[src/hw/pmcf_pkg.sv]
package pmcf_pkg;

  // ----------------------------------------
  // CSR numbers
  // ----------------------------------------
  localparam logic [11:0] CSR_CYCLE_CFG    = 12'h321;
  localparam logic [11:0] CSR_RETIRE_CFG   = 12'h322;
  localparam logic [11:0] CSR_CYCLE_CFG_H  = 12'h721;
  localparam logic [11:0] CSR_RETIRE_CFG_H = 12'h722;

  // ----------------------------------------
  // Field positions
  // ----------------------------------------
  localparam int OVERFLOW_FLAG_BIT   = 63;
  localparam int MACHINE_INH_BIT     = 62;
  localparam int SUPERVISOR_INH_BIT  = 61;
  localparam int USER_INH_BIT        = 60;
  localparam int VIRT_SUPER_INH_BIT  = 59;
  localparam int VIRT_USER_INH_BIT   = 58;
  localparam int RESERVED_TOP_BIT    = 57;

  // ----------------------------------------
  // Reset values
  // ----------------------------------------
  localparam logic [63:0] CFG_RESET   = 64'h0000_0000_0000_0000;
  localparam logic [63:0] COUNT_RESET = 64'h0000_0000_0000_0000;

  // ----------------------------------------
  // Privilege modes
  // ----------------------------------------
  typedef enum logic [2:0] {
    PMCF_MODE_USER,
    PMCF_MODE_SUPERVISOR,
    PMCF_MODE_MACHINE,
    PMCF_MODE_VIRT_SUPER,
    PMCF_MODE_VIRT_USER
  } pmcf_mode_type;

endpackage : pmcf_pkg

[src/hw/pmcf_counter.sv]
`timescale 1ns/1ps
module pmcf_counter #(
  parameter int WIDTH = 64
) (
  // Clock and reset
  input  wire logic             clk,
  input  wire logic             nrst,
  // Control
  input  wire logic             inc,
  input  wire logic             wr_lo,
  input  wire logic             wr_hi,
  input  wire logic [31:0]      wr_data,
  // Value
  output logic      [WIDTH-1:0] value
);
  import pmcf_pkg::*;

  logic [WIDTH-1:0] count_q;
  logic [WIDTH-1:0] count_d;

  // Software write beats the increment in the same cycle
  always_comb
  begin
    count_d = count_q;
    if (wr_lo)
    begin
      count_d[31:0] = wr_data;
    end
    else if (wr_hi)
    begin
      count_d[WIDTH-1:32] = wr_data[WIDTH-33:0];
    end
    else if (inc)
    begin
      count_d = count_q + WIDTH'(1);
    end
  end

  always_ff @(posedge clk or negedge nrst)
  begin
    if (!nrst)
    begin
      count_q <= COUNT_RESET[WIDTH-1:0];
    end
    else
    begin
      count_q <= count_d;
    end
  end

  assign value = count_q;

endmodule : pmcf_counter

[src/hw/pmcf_filter.sv]
`timescale 1ns/1ps
// What this block does
// - Two 64-bit filter configuration registers: one for cycles, one for retirements.
// - Bit 63, the overflow flag position, always reads zero.
// - Bit 62 set stops counting while in machine mode.
// - Bit 61 set stops counting in supervisor or hypervisor-extended supervisor mode.
// - Bit 60 set stops counting in user mode.
// - Bit 59 set stops counting in virtual supervisor mode.
// - Bit 58 set stops counting in virtual user mode.
// - All inhibit bits clear means counting in every mode.
// - Inhibit bits of unimplemented modes are hardwired zero.
// - On 32-bit harts, upper halves reachable through separate high-half registers.
// - Full registers decode at CSR numbers 0x321 and 0x322.
// - High-half registers decode at CSR numbers 0x721 and 0x722.
// - No counter advances while in a mode marked inhibited.
// - Cycles counted only in non-inhibited modes; trap cycle attribution is free.
// - Retirements counted only when retiring in a non-inhibited mode.
// - Instructions raising a synchronous exception upward do not count.
// - Trap returns count only when their originating mode is not inhibited.
module pmcf_filter
  import pmcf_pkg::*;
#(
  parameter int XLEN          = 64,
  parameter bit HAS_SUPER     = 1'b1,
  parameter bit HAS_USER      = 1'b1,
  parameter bit HAS_HYPER     = 1'b1
) (
  // Clock and reset
  input  wire logic                  clk,
  input  wire logic                  nrst,
  // CSR port from the hart
  input  wire logic                  csr_we,
  input  wire logic [11:0]           csr_addr,
  input  wire logic [XLEN-1:0]       csr_wdata,
  output logic      [XLEN-1:0]       csr_rdata,
  output logic                       csr_hit,
  // Pipeline events
  input  wire pmcf_pkg::pmcf_mode_type cur_mode,
  input  wire logic                  retire_valid,
  input  wire logic                  retire_exception,
  input  wire pmcf_pkg::pmcf_mode_type retire_mode,
  // Counter write port
  input  wire logic                  cnt_we_cycle_lo,
  input  wire logic                  cnt_we_cycle_hi,
  input  wire logic                  cnt_we_retire_lo,
  input  wire logic                  cnt_we_retire_hi,
  input  wire logic [31:0]           cnt_wdata,
  // Counter values
  output logic      [63:0]           cycle_count,
  output logic      [63:0]           retire_count
);

  // ----------------------------------------
  // Configuration storage
  // ----------------------------------------
  logic [63:0] cycle_cfg_q;
  logic [63:0] cycle_cfg_d;
  logic [63:0] retire_cfg_q;
  logic [63:0] retire_cfg_d;
  logic [63:0] wmask;
  logic [63:0] wr_full;

  // Writable bit mask; unimplemented modes and overflow flag stay zero
  always_comb
  begin
    wmask                     = 64'hFFFF_FFFF_FFFF_FFFF;
    wmask[OVERFLOW_FLAG_BIT]  = 1'b0;
    wmask[SUPERVISOR_INH_BIT] = HAS_SUPER;
    wmask[USER_INH_BIT]       = HAS_USER;
    wmask[VIRT_SUPER_INH_BIT] = HAS_HYPER;
    wmask[VIRT_USER_INH_BIT]  = HAS_HYPER & HAS_USER;
  end

  always_comb
  begin
    wr_full = 64'h0000_0000_0000_0000;
    wr_full[XLEN-1:0] = csr_wdata;
  end

  // Reserved low bits are stored as written
  always_comb
  begin
    cycle_cfg_d  = cycle_cfg_q;
    retire_cfg_d = retire_cfg_q;
    if (csr_we)
    begin
      if (csr_addr == CSR_CYCLE_CFG)
      begin
        if (XLEN == 64)
        begin
          cycle_cfg_d = wr_full & wmask;
        end
        else
        begin
          cycle_cfg_d[31:0] = wr_full[31:0];
        end
      end
      else if (csr_addr == CSR_RETIRE_CFG)
      begin
        if (XLEN == 64)
        begin
          retire_cfg_d = wr_full & wmask;
        end
        else
        begin
          retire_cfg_d[31:0] = wr_full[31:0];
        end
      end
      else if (csr_addr == CSR_CYCLE_CFG_H && XLEN == 32)
      begin
        cycle_cfg_d[63:32] = wr_full[31:0] & wmask[63:32];
      end
      else if (csr_addr == CSR_RETIRE_CFG_H && XLEN == 32)
      begin
        retire_cfg_d[63:32] = wr_full[31:0] & wmask[63:32];
      end
    end
  end

  always_ff @(posedge clk or negedge nrst)
  begin
    if (!nrst)
    begin
      cycle_cfg_q  <= CFG_RESET;
      retire_cfg_q <= CFG_RESET;
    end
    else
    begin
      cycle_cfg_q  <= cycle_cfg_d;
      retire_cfg_q <= retire_cfg_d;
    end
  end

  // ----------------------------------------
  // Read path
  // ----------------------------------------
  logic [XLEN-1:0] rdata_d;
  logic [XLEN-1:0] rdata_q;
  logic            hit_d;
  logic            hit_q;

  always_comb
  begin
    rdata_d = '0;
    hit_d   = 1'b1;
    if (csr_addr == CSR_CYCLE_CFG)
    begin
      rdata_d = cycle_cfg_q[XLEN-1:0];
    end
    else if (csr_addr == CSR_RETIRE_CFG)
    begin
      rdata_d = retire_cfg_q[XLEN-1:0];
    end
    else if (csr_addr == CSR_CYCLE_CFG_H && XLEN == 32)
    begin
      rdata_d = cycle_cfg_q[63:64-XLEN];
    end
    else if (csr_addr == CSR_RETIRE_CFG_H && XLEN == 32)
    begin
      rdata_d = retire_cfg_q[63:64-XLEN];
    end
    else
    begin
      hit_d = 1'b0;
    end
  end

  always_ff @(posedge clk or negedge nrst)
  begin
    if (!nrst)
    begin
      rdata_q <= '0;
      hit_q   <= 1'b0;
    end
    else
    begin
      rdata_q <= rdata_d;
      hit_q   <= hit_d;
    end
  end

  assign csr_rdata = rdata_q;
  assign csr_hit   = hit_q;

  // ----------------------------------------
  // Inhibit fields
  // ----------------------------------------
  logic cyc_machine_count_inhibit;
  logic cyc_supervisor_count_inhibit;
  logic cyc_user_count_inhibit;
  logic cyc_virtual_supervisor_count_inhibit;
  logic cyc_virtual_user_count_inhibit;
  logic ret_machine_count_inhibit;
  logic ret_supervisor_count_inhibit;
  logic ret_user_count_inhibit;
  logic ret_virtual_supervisor_count_inhibit;
  logic ret_virtual_user_count_inhibit;

  // Unimplemented modes read back zero, so their fields never inhibit
  always_comb
  begin
    cyc_machine_count_inhibit            = cycle_cfg_q[MACHINE_INH_BIT];
    cyc_supervisor_count_inhibit         = cycle_cfg_q[SUPERVISOR_INH_BIT];
    cyc_user_count_inhibit               = cycle_cfg_q[USER_INH_BIT];
    cyc_virtual_supervisor_count_inhibit = cycle_cfg_q[VIRT_SUPER_INH_BIT];
    cyc_virtual_user_count_inhibit       = cycle_cfg_q[VIRT_USER_INH_BIT];
    ret_machine_count_inhibit            = retire_cfg_q[MACHINE_INH_BIT];
    ret_supervisor_count_inhibit         = retire_cfg_q[SUPERVISOR_INH_BIT];
    ret_user_count_inhibit               = retire_cfg_q[USER_INH_BIT];
    ret_virtual_supervisor_count_inhibit = retire_cfg_q[VIRT_SUPER_INH_BIT];
    ret_virtual_user_count_inhibit       = retire_cfg_q[VIRT_USER_INH_BIT];
  end

  // ----------------------------------------
  // Mode decode
  // ----------------------------------------
  logic cur_machine;
  logic cur_supervisor;
  logic cur_user;
  logic cur_virtual_supervisor;
  logic cur_virtual_user;
  logic ret_machine;
  logic ret_supervisor;
  logic ret_user;
  logic ret_virtual_supervisor;
  logic ret_virtual_user;

  // Current mode; an unused code matches no level and is never inhibited
  always_comb
  begin
    cur_machine            = 1'b0;
    cur_supervisor         = 1'b0;
    cur_user               = 1'b0;
    cur_virtual_supervisor = 1'b0;
    cur_virtual_user       = 1'b0;
    case (cur_mode)
      PMCF_MODE_MACHINE:    cur_machine            = 1'b1;
      PMCF_MODE_SUPERVISOR: cur_supervisor         = 1'b1;
      PMCF_MODE_USER:       cur_user               = 1'b1;
      PMCF_MODE_VIRT_SUPER: cur_virtual_supervisor = 1'b1;
      PMCF_MODE_VIRT_USER:  cur_virtual_user       = 1'b1;
      default:              cur_machine            = 1'b0;
    endcase
  end

  // Mode the instruction executed from, so a trap return uses its origin
  always_comb
  begin
    ret_machine            = 1'b0;
    ret_supervisor         = 1'b0;
    ret_user               = 1'b0;
    ret_virtual_supervisor = 1'b0;
    ret_virtual_user       = 1'b0;
    case (retire_mode)
      PMCF_MODE_MACHINE:    ret_machine            = 1'b1;
      PMCF_MODE_SUPERVISOR: ret_supervisor         = 1'b1;
      PMCF_MODE_USER:       ret_user               = 1'b1;
      PMCF_MODE_VIRT_SUPER: ret_virtual_supervisor = 1'b1;
      PMCF_MODE_VIRT_USER:  ret_virtual_user       = 1'b1;
      default:              ret_machine            = 1'b0;
    endcase
  end

  // ----------------------------------------
  // Mode filter
  // ----------------------------------------
  logic cycle_inh;
  logic retire_inh;
  logic cycle_inc;
  logic retire_inc;

  // Mode changes during a trap take effect whenever cur_mode switches
  always_comb
  begin
    cycle_inh  = (cur_machine & cyc_machine_count_inhibit)
               | (cur_supervisor & cyc_supervisor_count_inhibit)
               | (cur_user & cyc_user_count_inhibit)
               | (cur_virtual_supervisor & cyc_virtual_supervisor_count_inhibit)
               | (cur_virtual_user & cyc_virtual_user_count_inhibit);
    retire_inh = (ret_machine & ret_machine_count_inhibit)
               | (ret_supervisor & ret_supervisor_count_inhibit)
               | (ret_user & ret_user_count_inhibit)
               | (ret_virtual_supervisor & ret_virtual_supervisor_count_inhibit)
               | (ret_virtual_user & ret_virtual_user_count_inhibit);
    cycle_inc  = !cycle_inh;
    retire_inc = retire_valid && !retire_exception && !retire_inh;
  end

  // ----------------------------------------
  // Counters
  // ----------------------------------------
  pmcf_counter #(
    .WIDTH   (64)
  ) u_cycle (
    .clk     (clk),
    .nrst    (nrst),
    .inc     (cycle_inc),
    .wr_lo   (cnt_we_cycle_lo),
    .wr_hi   (cnt_we_cycle_hi),
    .wr_data (cnt_wdata),
    .value   (cycle_count)
  );

  pmcf_counter #(
    .WIDTH   (64)
  ) u_retire (
    .clk     (clk),
    .nrst    (nrst),
    .inc     (retire_inc),
    .wr_lo   (cnt_we_retire_lo),
    .wr_hi   (cnt_we_retire_hi),
    .wr_data (cnt_wdata),
    .value   (retire_count)
  );

endmodule : pmcf_filter

[config.mk]
export PLATFORM = sky130hd
export DESIGN_NAME = pmcf_filter
export DESIGN_NICKNAME = d
export VERILOG_FILES = /design/src/hw/pmcf_pkg.sv /design/src/hw/pmcf_counter.sv /design/src/hw/pmcf_filter.sv
export SDC_FILE = /design/constraint.sdc
export NUM_CORES = 1
export LEC_CHECK = 0
export BUFFER_PORTS_ARGS = -buffer_cell sky130_fd_sc_hd__buf_2
export CORE_MARGIN = 2
export CORE_UTILIZATION = 50
export CTS_CLUSTER_DIAMETER = 120
export DETAILED_ROUTE_END_ITERATION = 6
export PLACE_DENSITY_LB_ADDON = 0.2
export RECOVER_POWER = 100
export SETUP_SLACK_MARGIN = 0.15
export SLEW_MARGIN = 40
export SYNTH_ARGS = -nofsm -noshare
export SYNTH_HDL_FRONTEND = slang
export SYNTH_HIERARCHICAL = 1
export SYNTH_SLANG_ARGS = --single-unit
[constraint.sdc]
create_clock -name clk -period 5.58 [get_ports clk]
set_input_delay 0.837 -clock clk [delete_from_list [all_inputs] [get_ports clk]]
set_output_delay 0.837 -clock clk [all_outputs]
set_load 0.005 [all_outputs]
# After elaboration in Yosys (flattened, before gate mapping)
# Index checks and enable logic that the tools add are counted.
# word_totals
register_bits	319
in_bits	123
output_inout_bits	193
elab_cells	81
# op_classes
n_addsub	2
n_eq_ne	14
mux	22
bitwise	21
reduce_logical	14
# ops
op	count
$mux W32	6
$mux W64	3
$add A64 B1 Y64 const B	2
$mux W63	1
$eq A12 B10 Y1 const B	2
$eq A3 B2 Y1 const B	4
$mux W1	12
$and A1 B1 Y1	10
$reduce_and A2 Y1	5
$ne A2 B2 Y1 const B	4
$or A1 B1 Y1	8
$eq A3 B1 Y1 const B	2
$eq A3 B3 Y1 const B	2
$logic_not A3 Y1	2
$reduce_bool A2 Y1	2
$not A1 Y1	3
$reduce_and A3 Y1	1
$logic_and A1 B1 Y1	2
$logic_not A1 Y1	2

# Depth between registers and ports, before layout
# depth
depth_word	12
depth_mapped	9
depth_no_buf	8

# Hierarchy
# Netlist, hierarchy kept.
# by_module_without_submodules
mod	instances	cells_per_inst	area_each_um2	seq_area_each_um2
pmcf_filter	1	494	7196.9	4754.6
pmcf_counter at u_retire	1	523	4351.7	1601.5
pmcf_counter at u_cycle	1	518	4242.8	1601.5

# Least setup slack after synthesis
# No wires, ideal clock.
# synth_path
path_type	input-to-reg
start	input cur_mode[1]
end	register u_cycle.count_q[27], in the netlist u_cycle/value[27]
setup_ps	83
arrival_ps	3287
required_ps	5497
setup_slack_ps	2210
cell_stages	9
n_path_buf	1
cell_sequence	mux4_2 -> nor2b_1 -> a31oi_1 -> nand2b_1 -> clkbuf_1 -> nor4_1 -> nand4_1 -> xor2_1 -> o21ai_0
# synth_via
elab_chain_len	9
word_cells_on_any_way	21
classes_between	5 x eq/ne; 5 x mux; 9 x bitwise; 2 x reduce/logical
# synth_rtl
item	line_no	source
from (decl)	pmcf_filter.sv:38	input wire pmcf_pkg::pmcf_mode_type cur_mode,
$eq A3 B2 Y1 / $eq A3 B1 Y1 (equally long branches)	pmcf_filter.sv:236	case (cur_mode)
$mux W1	pmcf_filter.sv:236	
$and A1 B1 Y1 (on tied branches)	pmcf_filter.sv:275, pmcf_filter.sv:276	
$or A1 B1 Y1	pmcf_filter.sv:276	| (cur_supervisor & cyc_supervisor_count_inhibit)
$or A1 B1 Y1	pmcf_filter.sv:277	| (cur_user & cyc_user_count_inhibit)
$or A1 B1 Y1	pmcf_filter.sv:278	| (cur_virtual_supervisor & cyc_virtual_supervisor_count_inhibit)
$or A1 B1 Y1 *	pmcf_filter.sv:279	| (cur_virtual_user & cyc_virtual_user_count_inhibit);
$ne A2 B2 Y1 (no line) *	--	
$reduce_and A2 Y1 (no line) *	--	
to (signal assigned)	pmcf_counter.sv:43	count_q <= COUNT_RESET[WIDTH-1:0];
to (signal assigned)	pmcf_counter.sv:47	count_q <= count_d;
to (decl)	pmcf_counter.sv:18	logic [WIDTH-1:0] count_q;
# Mark *: on every way between the ends. The rest lies on a longest branch, timed or not.
# A chain may end at the register's enable or synchronous reset.

# Worst setup path in the final report
# layout_path
start	input csr_addr[9]
end	register rdata_q[5], in the netlist csr_rdata[5]
# layout_via
elab_chain_len	3
word_cells_on_any_way	4
classes_between	2 x eq/ne; 2 x mux
# layout_rtl
item	line_no	source
from (decl)	pmcf_filter.sv:33	input wire logic [11:0] csr_addr,
$eq A12 B10 Y1	pmcf_filter.sv:150	else if (csr_addr == CSR_RETIRE_CFG)
$mux W63	pmcf_filter.sv:150	
$mux W64 *	pmcf_filter.sv:146	if (csr_addr == CSR_CYCLE_CFG)
net rdata_d[5]	pmcf_filter.sv:137	logic [XLEN-1:0] rdata_d;
to (signal assigned)	pmcf_filter.sv:177	rdata_q <= rdata_d;
to (decl)	pmcf_filter.sv:138	logic [XLEN-1:0] rdata_q;
# The timed path passes the listed nets; every way through them passes the cells marked *.

==> results.md <==
* Synth Net Count at 1660
* Hold crit path type: in2async
* Cell variety after synth at 75
* Initial Util at 50.43%
* Synthesized cell area at 0.01579 mm2
* Via count at 14070
* First-pass GRT wire length at 77.50 mm
* WS Path Type: in2reg
* 1st-pass router iterations at 7
* Maximum buffer depth of the clock tree at 3
* Count leader, synth: dfrtp_1
* Largest area contributor in the netlist: dfrtp_1
* Cells after synthesis at 1535
* Final TNS setup at 0 ps
* CTS Hold Bufs at 0
* Fmax at 280.9 MHz
* Fin crit share at 63.79%
* Leakage at 8.370 nW
* Clk sinks at 318
* Reg clk slew, reported paths at 50 ps
* Max-slew violations at 252
* DP HPWL at 33.18 mm
* Pwr Density at 302.7 mW/mm2
* Die area at 0.03302 mm2
* Number of flops mapped to enable cells by yosys at 0
* Post-DRT Antenna Nets at 0
* Sequential area share after synthesis at 50.39%
* RePlAce Congestion at 0.9212
* Clock latency on the worst-skew pair at 530 ps
* Arrival time worst endpoint at 3830 ps
* Vias per cell at 6.269
* Number of CTS-inserted buffers at 37
* Outcome: finished with violations
* Crit. End Element: register
* Synth async-reset ratio at 100.0%
* 1st-iter DRT viols at 1625
* IO buf count at 313
* Tmin final at 3560 ps
* Measured slew at the worst slew-check pin at 2732 ps
* Yosys Warn Count at 6
* Core Area at 0.03131 mm2
* Post-layout nets at 1935
* Final hold vios at 0
* Number of global-route vias before repair at 13350
* Residual DRC at 1
* # rows at 65
* Die height at 181.7 um
* Gr usage total at 29.88%
* Synth top cells by count: dfrtp_1, nor2_1, nand2_1
* Syn_area_per_cell at 10.29 um2
* CTS resizes at 0
* Layout area overhead at 18.64%
* Remaining Overflow, GRT at 0
* WL final at 50.01 mm
* Crit start category: input pin
* Non-Filler Instances at 2244
* CTS tree: yes
* Pin count of the biggest net entering global routing at 138
* Final setup vio count at 0
* Unrepaired setup endpoints after global routing: false
* Violated checks: DRC, capacitance limit, slew limit
* Clock root buffer: clkbuf_16
* Critical Path RT at 5850 ps
* Yosys top cell area share at 50.39%
* Die extent in x at 181.7 um
* Share of cells above drive strength 1 at 17.11%
* R2R depth at 9
* Drt wl/cell at 22.29 um
* Seq cells post-synth at 318
* Max rail drop VDD at 0.2354 mV
* Clk_skew at 9.379 ps
* H-tree Lvls at 2
* Synth Flop Type: dfrtp_1
* I/O pins at 316
* Critical Path Fanout Max at 54
* Top post-synthesis cells by area: dfrtp_1, mux2_1, a22oi_1
* Dpl cells at 2172
* Max cap viols at 4
* Rel. slew slack at -82.12%
* Initial antenna violation count at 7
* Postcts setup bufs at 0
-- logic make-up (layout without fill, tap and decap cells) --
family	after synthesis	count (layout)	share of synthesized area, %
compound gates	264	264	11.13
xor+xnor	62	62	3.439
fa+ha+maj	2	2	0.1584
buf+inv	109	409	2.876
flops	318	318	50.39
mux	139	139	9.983
other cells	1	8	0.02375
simple gates	640	640	22.00
-- sequential cells by signal (all words and copies together), names as in the netlist --
name	flops
u_cycle/value	64
csr_rdata	63
cycle_cfg_q	63
csr_hit	1
u_retire/value	64
retire_cfg_q	63
-- critical path: stages --
cell and delay [ps]:
buf_2 90, and4bb_1 240, nand2_1 380, clkbuf_1 1970, nor2_1 240
-- power breakdown --
part	switching [mW]	total (mW)	internal [mW]	leakage, nW
clock	0.965	2.42	1.46	0.593
combinational	0.381	0.625	0.244	3.62
sequential	0.204	2.62	2.42	4.16
total	1.55	5.67	4.12	8.37
-- final cells by class --
| cell class | instances | area [um2] |
|---|---|---|
| clock buffers | 58 | 1106 |
| repair buffers | 330 | 1582 |
| inverters | 15 | 56.30 |
| multi-input cells | 1108 | 7407 |
| flip-flops and latches | 318 | 7958 |
| well taps | 402 | 503.0 |
| fillers | 2748 | 12580 |
| clock inverters | 6 | 106.4 |
| diodes | 7 | 17.52 |
-- per-stage QoR --
stage,utilization [%],total power [mW],hold WS (ps),area (um2),worst slack (ps)
final,59.84,5.671,276.1,18740,2020
after global routing,59.80,5.887,357.2,18730,1802
after CTS,60.36,5.714,321.2,18900,2742
after detailed placement,56.49,3.283,481.3,17690,2216
after global placement,56.38,3.263,473.5,17650,1991
after floorplan,-,2.916,464.6,15790,2210
-- worst paths after layout --
check | to | slack [ps] | start
worst max register to register | u_cycle/value[63] | 2110 | cycle_cfg_q[59]
min in group clk | cycle_cfg_q[18] | 490 | cycle_cfg_q[18]
worst min register to register | cycle_cfg_q[18] | 490 | cycle_cfg_q[18]
worst min-delay path | u_cycle/value[39] | 280 | nrst
worst max-delay path | csr_rdata[5] | 2020 | csr_addr[9]
max in group asynchronous | retire_cfg_q[50] | 2470 | nrst
-- layer usage --
layer | part of all wire, % | up-vias | GRT usage [%]
met2 | 45 | 768 | 45.38
met1 | 39 | 6897 | 39.71
met4 | 4.3 | 6 | 12.42
met3 | 12 | 138 | 9.567
met5 | 0.080 | - | 0
li1 | - | 6258 | -
-- placed cells by master (no fill, tap or decap), types with 26 or more instances in the layout --
cell type / instances
clkbuf_1: 123
nor4_1: 31
a21oi_1: 26
a22oi_1: 66
nor2_1: 127
nand4_1: 61
nand2_1: 125
mux2_1: 120
clkbuf_16: 38
o21ai_0: 83
nand3_1: 87
dfrtp_1: 318
nor3_1: 45
buf_2: 204
or3_1: 27
xor2_1: 39
and3_1: 42
No activity file was read; power rests on OpenSTA's default activity.
